[config.mk]
export PLATFORM = sky130hd
export DESIGN_NAME = pc_core
export DESIGN_NICKNAME = d
export VERILOG_FILES = /design/src/logic/pc_core_pkg.sv /design/src/logic/pc_core.sv
export VERILOG_INCLUDE_DIRS = /design/src /design/src/logic
export SDC_FILE = /design/constraint.sdc
export NUM_CORES = 1
export LEC_CHECK = 0
export ABC_CLOCK_PERIOD_IN_PS = 4700
export BUFFER_PORTS_ARGS = -buffer_cell sky130_fd_sc_hd__buf_2
export CORE_MARGIN = 2
export CORE_UTILIZATION = 35
export CTS_CLUSTER_SIZE = 30
export DETAILED_ROUTE_END_ITERATION = 8
export PLACE_DENSITY_LB_ADDON = 0.2
export SLEW_MARGIN = 20
export SYNTH_ARGS = -nofsm -noshare
export SYNTH_HDL_FRONTEND = slang
export SYNTH_SLANG_ARGS = --single-unit
[constraint.sdc]
create_clock -name mclk_in -period 4.7 [get_ports mclk_in]
set_clock_uncertainty 0.1 [all_clocks]
set_input_delay 0.47 -clock mclk_in [delete_from_list [all_inputs] [get_ports mclk_in]]
set_output_delay 0.47 -clock mclk_in [all_outputs]
set_load 0.02 [all_outputs]
[src/logic/pc_core_regs.svh]
/*
  Offsets, field positions, reset values and sizes of the program
  counter core. Assumes it is included by bare name after the package.
*/
`ifndef PC_CORE_REGS_SVH
`define PC_CORE_REGS_SVH

// register addresses in the operand space
`define OFS_INDIRECT_ACCESS_PORT 6'h00
`define OFS_TIMER_CLOCK_COUNTER 6'h01
`define OFS_PROGRAM_COUNTER 6'h02
`define OFS_STATUS 6'h03
`define OFS_RAM_SELECT_POINTER 6'h04

// field positions
`define STATUS_PAGE_HI 6
`define STATUS_PAGE_LO 5
`define RSR_INDEX_HI 5
`define PORT_CONFIG_EDGE_BIT 7

// widths and sizes
`define PC_WIDTH 12
`define JUMP_FIELD_WIDTH 10
`define DATA_WORDS 64
`define STACK_DEPTH 8
`define STACK_PTR_WIDTH 3

// reset values
`define PC_RESET 12'h000
`define TCC_RESET 8'h00
`define STATUS_RESET 8'h00
`define RSR_RESET 8'h00

`endif

[src/logic/pc_core_pkg.sv]
/*
  Types shared by the program counter core: sequencing commands,
  register access request, power mode.
  Assumes the decoder drives one command per instruction cycle.
*/
package pc_core_pkg;

  typedef enum logic [3:0] {
    OP_NONE = 4'h0,
    OP_STEP = 4'h1,
    OP_JUMP = 4'h2,
    OP_CALL = 4'h3,
    OP_RET = 4'h4,
    OP_RET_LIT = 4'h5,
    OP_RET_INT = 4'h6,
    OP_ADD_PC = 4'h7,
    OP_MOV_PC = 4'h8
  } seq_op_t;

  typedef struct packed {
    seq_op_t op;
    logic [9:0] imm;
    logic [7:0] acc;
  } seq_cmd_t;

  typedef struct packed {
    logic rd;
    logic wr;
    logic [5:0] addr;
    logic [7:0] wdata;
  } reg_req_t;

  typedef enum logic [1:0] {
    MODE_NORMAL = 2'b00,
    MODE_GREEN = 2'b01,
    MODE_IDLE = 2'b11,
    MODE_SLEEP = 2'b10
  } power_mode_t;

endpackage : pc_core_pkg

[src/logic/pc_core.sv]
/*
  Program counter, return stack, indirect access port, timer clock
  counter, external interrupt edges and wake-on-change of the core.
  Assumes mclk_in is the instruction clock and that the decoder issues
  at most one sequencing command and one register access per cycle.
*/
// What this block does
// - Indirect port accesses memory at pointer
// - Timer counts pin edges or instruction cycles
// - Timer readable and writable like registers
// - Twelve-bit counter addresses 4K words
// - Reset clears program counter to zero
// - Jump loads low ten counter bits
// - Call loads low ten, pushes next address
// - Returns reload counter from stack top
// - Add accumulator carries into upper bits
// - Move replaces low eight, keeps bits 8-9
// - Jump and call take page bits high
// - First interrupt edge chosen by config bit
// - Second interrupt fires on falling edge
// - Interrupt pin change wakes sleep and idle
// - Port 6 and general I/O port 8 pin change wakes sleep and idle
// - Low reset pin holds device in reset
// - Counter pin works normal, green, idle
// - Page bits select four 1K pages
// - Returns keep page bits, restore full address
// - Pointer low six bits pick register
`timescale 1ns/10ps
`include "pc_core_regs.svh"

module pc_core
  import pc_core_pkg::*;
(
  // clock and reset
  input wire logic mclk_in,
  input wire logic sys_rst_in,
  input wire logic reset_n_pin_in,
  // decoder side
  input wire seq_cmd_t cmd_in,
  input wire reg_req_t req_in,
  input wire power_mode_t mode_in,
  input wire logic tcc_src_ext_in,
  input wire logic [7:0] port_config_reg_in,
  // pins
  input wire logic tcc_pin_in,
  input wire logic ext_irq_a_in,
  input wire logic ext_irq_b_in,
  input wire logic [7:0] port6_pin_in,
  input wire logic [7:0] port8_pin_in,
  input wire logic [7:0] port8_gpio_en_in,
  // results
  output logic [`PC_WIDTH-1:0] fetch_addr_out,
  output logic [7:0] rdata_out,
  output logic rdata_valid_out,
  output logic [1:0] page_select_bits_out,
  output logic [7:0] timer_clock_counter_out,
  output logic irq_a_out,
  output logic irq_b_out,
  output logic wake_out,
  output logic stack_overflow_out,
  output logic in_reset_out
);

  logic rstn_s1_q;
  logic rstn_s2_q;
  logic rst_int;
  logic [2:0] tcc_sync_q;
  logic [2:0] irq_a_sync_q;
  logic [2:0] irq_b_sync_q;
  logic [7:0] p6_s1_q;
  logic [7:0] p6_s2_q;
  logic [7:0] p6_prev_q;
  logic [7:0] p8_s1_q;
  logic [7:0] p8_s2_q;
  logic [7:0] p8_prev_q;
  logic [`PC_WIDTH-1:0] pc_q;
  logic [`PC_WIDTH-1:0] pc_d;
  logic [`PC_WIDTH-1:0] stack_q [`STACK_DEPTH];
  logic [`STACK_PTR_WIDTH:0] sp_q;
  logic [`STACK_PTR_WIDTH:0] sp_d;
  logic [7:0] tcc_q;
  logic [7:0] status_q;
  logic [7:0] rsr_q;
  logic [7:0] data_mem_q [`DATA_WORDS];
  logic [5:0] eff_addr;
  logic [1:0] page_bits;
  logic [`PC_WIDTH-1:0] stack_top;
  logic is_ret;
  logic tcc_ext_edge;
  logic tcc_tick;
  logic ext_ok;
  logic irq_a_rise;
  logic irq_a_fall;
  logic irq_b_fall;
  logic [7:0] p6_change;
  logic [7:0] p8_change;
  logic pin_change;
  logic [7:0] rdata_q;
  logic rdata_valid_q;
  logic irq_a_q;
  logic irq_b_q;
  logic wake_q;
  logic ovf_q;

  // external reset pin, two-stage sync; held low keeps rst_int high, resetting all but the pin syncs and memories
  always_ff @(posedge mclk_in) begin
    if (sys_rst_in) begin
      rstn_s1_q <= 1'b0;
      rstn_s2_q <= 1'b0;
    end else begin
      rstn_s1_q <= reset_n_pin_in;
      rstn_s2_q <= rstn_s1_q;
    end
  end
  assign rst_int = sys_rst_in | ~rstn_s2_q;

  // pin synchronisers: bits 0,1 sync, bit 2 previous value for edges;
  // no reset, so the chains follow the pins and reset leaves no false edge
  always_ff @(posedge mclk_in) begin
    tcc_sync_q <= {tcc_sync_q[1:0], tcc_pin_in};
    irq_a_sync_q <= {irq_a_sync_q[1:0], ext_irq_a_in};
    irq_b_sync_q <= {irq_b_sync_q[1:0], ext_irq_b_in};
  end

  // port pins: one sync pair plus previous sample per bit
  genvar g;
  for (g = 0; g < 8; g++) begin : g_port_sync
    always_ff @(posedge mclk_in) begin
      p6_s1_q[g] <= port6_pin_in[g];
      p6_s2_q[g] <= p6_s1_q[g];
      p6_prev_q[g] <= p6_s2_q[g];
      p8_s1_q[g] <= port8_pin_in[g];
      p8_s2_q[g] <= p8_s1_q[g];
      p8_prev_q[g] <= p8_s2_q[g];
    end
    assign p6_change[g] = p6_s2_q[g] ^ p6_prev_q[g];
    // segment pins only count while used as general I/O
    assign p8_change[g] = port8_gpio_en_in[g] & (p8_s2_q[g] ^ p8_prev_q[g]);
  end

  // edge detection uses stages 2 and 3, never stage 1
  assign irq_a_rise = irq_a_sync_q[1] & ~irq_a_sync_q[2];
  assign irq_a_fall = ~irq_a_sync_q[1] & irq_a_sync_q[2];
  assign irq_b_fall = ~irq_b_sync_q[1] & irq_b_sync_q[2];
  assign tcc_ext_edge = tcc_sync_q[1] & ~tcc_sync_q[2];
  assign pin_change = (|p6_change) | (|p8_change) | (irq_a_sync_q[1] ^ irq_a_sync_q[2])
    | (irq_b_sync_q[1] ^ irq_b_sync_q[2]);

  // counter pin is dead in sleep; cycle counting runs in normal and green only
  assign ext_ok = (mode_in != MODE_SLEEP);
  assign tcc_tick = tcc_src_ext_in ? (tcc_ext_edge & ext_ok)
    : (mode_in == MODE_NORMAL || mode_in == MODE_GREEN);

  always_ff @(posedge mclk_in) begin
    if (rst_int) begin
      irq_a_q <= 1'b0;
      irq_b_q <= 1'b0;
      wake_q <= 1'b0;
    end else begin
      irq_a_q <= port_config_reg_in[`PORT_CONFIG_EDGE_BIT] ? irq_a_rise : irq_a_fall;
      irq_b_q <= irq_b_fall;
      wake_q <= pin_change & (mode_in == MODE_SLEEP || mode_in == MODE_IDLE);
    end
  end

  // operand address: port 0 redirects through the pointer
  assign eff_addr = (req_in.addr == `OFS_INDIRECT_ACCESS_PORT)
    ? rsr_q[`RSR_INDEX_HI:0] : req_in.addr;
  assign page_bits = status_q[`STATUS_PAGE_HI:`STATUS_PAGE_LO];
  assign is_ret = (cmd_in.op == OP_RET) || (cmd_in.op == OP_RET_LIT)
    || (cmd_in.op == OP_RET_INT);
  assign stack_top = stack_q[sp_q[`STACK_PTR_WIDTH-1:0] - 3'h1];

  // next program counter; sequencing command has priority over bus write
  always_comb begin
    pc_d = pc_q;
    sp_d = sp_q;
    case (cmd_in.op)
      OP_STEP: pc_d = pc_q + 12'h001;
      OP_JUMP: pc_d = {page_bits, cmd_in.imm};
      OP_CALL: begin
        pc_d = {page_bits, cmd_in.imm};
        sp_d = sp_q + 4'h1;
      end
      OP_RET, OP_RET_LIT, OP_RET_INT: begin
        pc_d = stack_top;
        sp_d = sp_q - 4'h1;
      end
      OP_ADD_PC: pc_d = pc_q + {4'h0, cmd_in.acc};
      OP_MOV_PC: pc_d = {page_bits, pc_q[9:8], cmd_in.acc};
      OP_NONE: begin
        if (req_in.wr && eff_addr == `OFS_PROGRAM_COUNTER) begin
          pc_d = {page_bits, pc_q[9:8], req_in.wdata};
        end
      end
      default: pc_d = pc_q;
    endcase
  end

  always_ff @(posedge mclk_in) begin
    if (rst_int) begin
      pc_q <= `PC_RESET;
    end else begin
      pc_q <= pc_d;
    end
  end

  // return stack; pointer counts entries, index wraps so a ninth call
  // overwrites the oldest entry and raises the sticky overflow
  always_ff @(posedge mclk_in) begin
    if (rst_int) begin
      sp_q <= '0;
      ovf_q <= 1'b0;
    end else begin
      sp_q <= sp_d;
      if (cmd_in.op == OP_CALL && sp_q == 4'h8) begin
        ovf_q <= 1'b1;
      end
    end
  end

  always_ff @(posedge mclk_in) begin
    if (cmd_in.op == OP_CALL && !rst_int) begin
      stack_q[sp_q[`STACK_PTR_WIDTH-1:0]] <= pc_q + 12'h001;
    end
  end

  // timer: a program write wins over the count in that cycle
  always_ff @(posedge mclk_in) begin
    if (rst_int) begin
      tcc_q <= `TCC_RESET;
    end else if (req_in.wr && eff_addr == `OFS_TIMER_CLOCK_COUNTER) begin
      tcc_q <= req_in.wdata;
    end else if (tcc_tick) begin
      tcc_q <= tcc_q + 8'h01;
    end
  end

  // status and pointer registers; returns never touch page bits
  always_ff @(posedge mclk_in) begin
    if (rst_int) begin
      status_q <= `STATUS_RESET;
      rsr_q <= `RSR_RESET;
    end else if (req_in.wr) begin
      if (eff_addr == `OFS_STATUS) begin
        status_q <= req_in.wdata;
      end
      if (eff_addr == `OFS_RAM_SELECT_POINTER) begin
        rsr_q <= req_in.wdata;
      end
    end
  end

  // general registers; indirect write lands at pointer location
  always_ff @(posedge mclk_in) begin
    if (!rst_int && req_in.wr && eff_addr > `OFS_RAM_SELECT_POINTER) begin
      data_mem_q[eff_addr] <= req_in.wdata;
    end
  end

  // read port, one cycle latency; pointer to itself reads zero
  always_ff @(posedge mclk_in) begin
    if (rst_int) begin
      rdata_q <= 8'h00;
      rdata_valid_q <= 1'b0;
    end else begin
      rdata_valid_q <= req_in.rd;
      if (req_in.rd) begin
        case (eff_addr)
          `OFS_INDIRECT_ACCESS_PORT: rdata_q <= 8'h00;
          `OFS_TIMER_CLOCK_COUNTER: rdata_q <= tcc_q;
          `OFS_PROGRAM_COUNTER: rdata_q <= pc_q[7:0];
          `OFS_STATUS: rdata_q <= status_q;
          `OFS_RAM_SELECT_POINTER: rdata_q <= rsr_q;
          default: rdata_q <= data_mem_q[eff_addr];
        endcase
      end
    end
  end

  assign fetch_addr_out = pc_q;
  assign rdata_out = rdata_q;
  assign rdata_valid_out = rdata_valid_q;
  assign page_select_bits_out = page_bits;
  assign timer_clock_counter_out = tcc_q;
  assign irq_a_out = irq_a_q;
  assign irq_b_out = irq_b_q;
  assign wake_out = wake_q;
  assign stack_overflow_out = ovf_q;
  assign in_reset_out = rst_int;
endmodule : pc_core

==> results.yml <==
sta:
  worst_slew_pin_slew_ps: 936.8
  rsz0062_at_grt: "no"
  setup_violations: 0
  min_period_over_period_pct: 82.75
  maxSlewViolCount: 0
  hold_violations: 0
  finalCriticalPeriod_ps: 3889
  setup_tns_ps: 0
  worst_slack_ps: 810.6
  fmax_ghz: 0.2571
  maxSlewHeadroom_pct: 37.55
synthesis:
  ys_ff_latch: 710
  synth.distinct_cells: 80
  syn_area_sq_um: 28410
  yosysTopAreaCell: "edfxtp_1"
  yosysSeqAreaShare_pct: 71.10
  synth_edf_count: 598
  synth.top_cell.area_share_pct: 63.21
  synthFlopType: "edfxtp_1"
  netlist_instances: 1971
  syn-mean-instance-area_sq_um: 14.41
  yosysWarnings: 0
  async_reset_ff_share_pct: 0
  synth_area_leaders: "edfxtp_1 63%, dfxtp_1 7.9%, mux4_2 3.3%"
worst_hold_path:
  min_path_cells: 4
  hold_class: "in -> reg"
  hold_start: "port8_gpio_en_in[7]"
  hold_end: "wake_out"
power:
  ir_worst_vdd_mv: 0.2420
  power_mw: 13.51
  p_per_area_nw_per_um2: 398.9
  p_leak_nw: 11.62
drt:
  drc: 0
  detail-route-antenna-nets: 0
  wl_per_cell_microns: 25.76
  drtIter0Drc: 2104
  via_count: 18500
  first_pass_iters: 5
  via_per_inst: 5.499
  wl_mm: 86.67
die:
  io_pins: 115
  die_w_microns: 288.9
  rows: 104
  fp.dieH_microns: 288.9
  coreArea_sq_um: 80420
  start_util_pct: 35.33
  die_area_sq_um: 83470
cts:
  clock-sinks: 710
  cts-root-buf: "clkbuf_16"
  cts_buffers: 76
  cts_resized: 0
  path_clk_slew_ps: 60
  htreeDepth: 3
  cts_tree: "built"
  clk_path_buf_depth: 3
  insertion_delay_ps: 630
setup_path:
  crit_chain: "nor3b_1 -> buf_4 -> a21o_4 -> buf_4 -> mux2_2 -> a22oi_1 -> o221a_1 -> o22ai_1 -> nor4_1 -> buf_4 -> o21ai_1"
  worst-path-buf-inv: 3
  crit_family: "compound AO/OA/AOI/OAI gates"
  startpoint_type: "flop"
  r2r_slack_ps: 810
  r2r-start: "rsr_q[0]"
  rr_worst_depth: 11
  cpMaxStageDelayCell: "nor4_1"
  cp_slowest_stage_delay_ps: 710
  critPathKind: "reg -> reg"
  crit_top_cell: "buf_4"
  cp_max_fo: 27
  arrival_ps: 4310
  worstSetupEndpointType: "flop"
  cp.required_ps: 5120
  r2r-end: "rdata_out[5]"
global_routing:
  grt_overflow: 0
  grt_pass1_vias: 18280
  grt_antenna_before_repair: 2
  groute.usage.overall_pct: 20.77
  grt_start_max_net_pins: 63
  grt_pass1_wl_mm: 125.5
layout:
  syn2layout_area_growth_pct: 19.22
  layout_commonest_cell: "edfxtp_1"
  final_cell_mix: "598 x edfxtp_1, 208 x nand2_1, 153 x buf_4, 144 x nor2_1, 111 x dfxtp_1"
  finish.utilization_pct: 42.12
  diodes: 0
  final_nets: 2343
  fillCellCount: 7392
  drive_gt1_share_pct: 19.70
placed_design:
  place_ws_ps: 339.4
  hpwl_mm: 57.02
  port_buffers: 107
  gp_congestion: 0.8868
run:
  max_cap_viol_count: 0
run_status:
  outcome: "finished, final reports clean"
## where the power goes
| part | total (mW) | internal, mW | switching [mW] |
|---|---|---|---|
| sequential | 6.88 | 6.86 | 0.0221 |
| clock | 5.87 | 3.42 | 2.45 |
| combinational | 0.761 | 0.244 | 0.516 |
| total | 13.5 | 10.5 | 2.99 |
## flip-flops by register name, summed over array words and instances, names as in the netlist, 3 cells and up
register,cells
data_mem_q,502
stack_q,96
fetch_addr_out,12
p6_prev_q,8
p6_s1_q,8
p6_s2_q,8
p8_prev_q,8
p8_s1_q,8
p8_s2_q,8
rdata_out,8
rsr_q,8
status_q,8
timer_clock_counter_out,8
sp_q,4
irq_a_sync_q,3
irq_b_sync_q,3
tcc_sync_q,3
## worst max path at each step
stage	startpoint	cells past startpoint	to	slack, ps
final	rsr_q[0]	11	rdata_out[5]	810
after CTS	rsr_q[0]	11	rdata_out[5]	810
after detailed placement	req_in[10]	12	rdata_out[5]	340
after global placement	req_in[10]	12	rdata_out[5]	410
after global routing	rsr_q[0]	11	rdata_out[5]	530
after floorplan	sp_q[0]	12	fetch_addr_out[4]	1200
## synth_stat cells (all sizes together) (7+ instances only)
master and n:
xnor2 25, mux2i 78, clkbuf 79, a211oi 29, o221ai 9, a22o 9
a221oi 20, xor2 17, dfxtp 112, inv 28, ha 17, a22oi 37
and3 15, o22ai 22, nor2b 10, nand2 209, nand2b 7, nand4 12
a32oi 8, a222oi 25, nor2 145, buf 44, a31oi 12, mux4 41
mux2 10, a2111oi 7, a21oi 97, nor3 20, o21a 9, nand3 67
o21ai 50, o211ai 18, edfxtp 598
## metal layers
metal / part of all wire (%) / wire [microns] / track usage [%]
met1: 43 / 37450 / 29.48
met2: 45 / 39230 / 31.81
met3: 8.9 / 7692 / 4.433
met4: 2.6 / 2290 / 6.753
met5: 0.0081 / 7 / 0
## stage by stage
| step | cells | hold WS, ps | instance area [sq um] |
|---|---|---|---|
| 2_1_floorplan | 2000 | 209.6 | 28520 |
| 3_3_place_gp | 3204 | 210.9 | 31200 |
| 3_5_place_dp | 3204 | 212.1 | 31200 |
| 4_1_cts | 3364 | 102.2 | 33870 |
| 5_1_grt | 3364 | 145.6 | 33870 |
| 6_report | 3364 | 127.9 | 33870 |
## what timing repair did
action,CTS,global route
buffers inserted,0,0
hold buffers,23,0
endpoints found under the hold margin,23,0
## kinds of logic after synthesis
kind of cell             after synthesis  share of synthesized area [%]
flip-flops                           710                          71.10
buffers and inverters                151                          2.312
AO/OA/AOI/OAI                        404                          10.01
adder cells (fa/ha/maj)               19                         0.8896
AND/OR/NAND/NOR                      515                          7.989
other                                  1                        0.01320
multiplexers                         129                          6.395
XOR/XNOR                              42                          1.295
## worst register-to-register path, delay by kind of cell, from the launching register on
kind,cells,cell delay (ps)
and+or+nand+nor,2,1010
AOI/OAI and AO/OA,5,1070
buffers and inverters,3,800
muxes,1,370
DFF,1,430
## layout make-up
cell class                 count  area (sq um)  area share, %
sequential                   710         20200          59.64
multi-input combinational   1139          7742          22.86
clock buffer                 101          2130          6.287
timing repair buffer         290          2054          6.066
tap                         1060          1326          3.916
clock inverter                36         312.8         0.9235
inverter                      28         105.1         0.3103
Power figures use the tool's default switching activity.
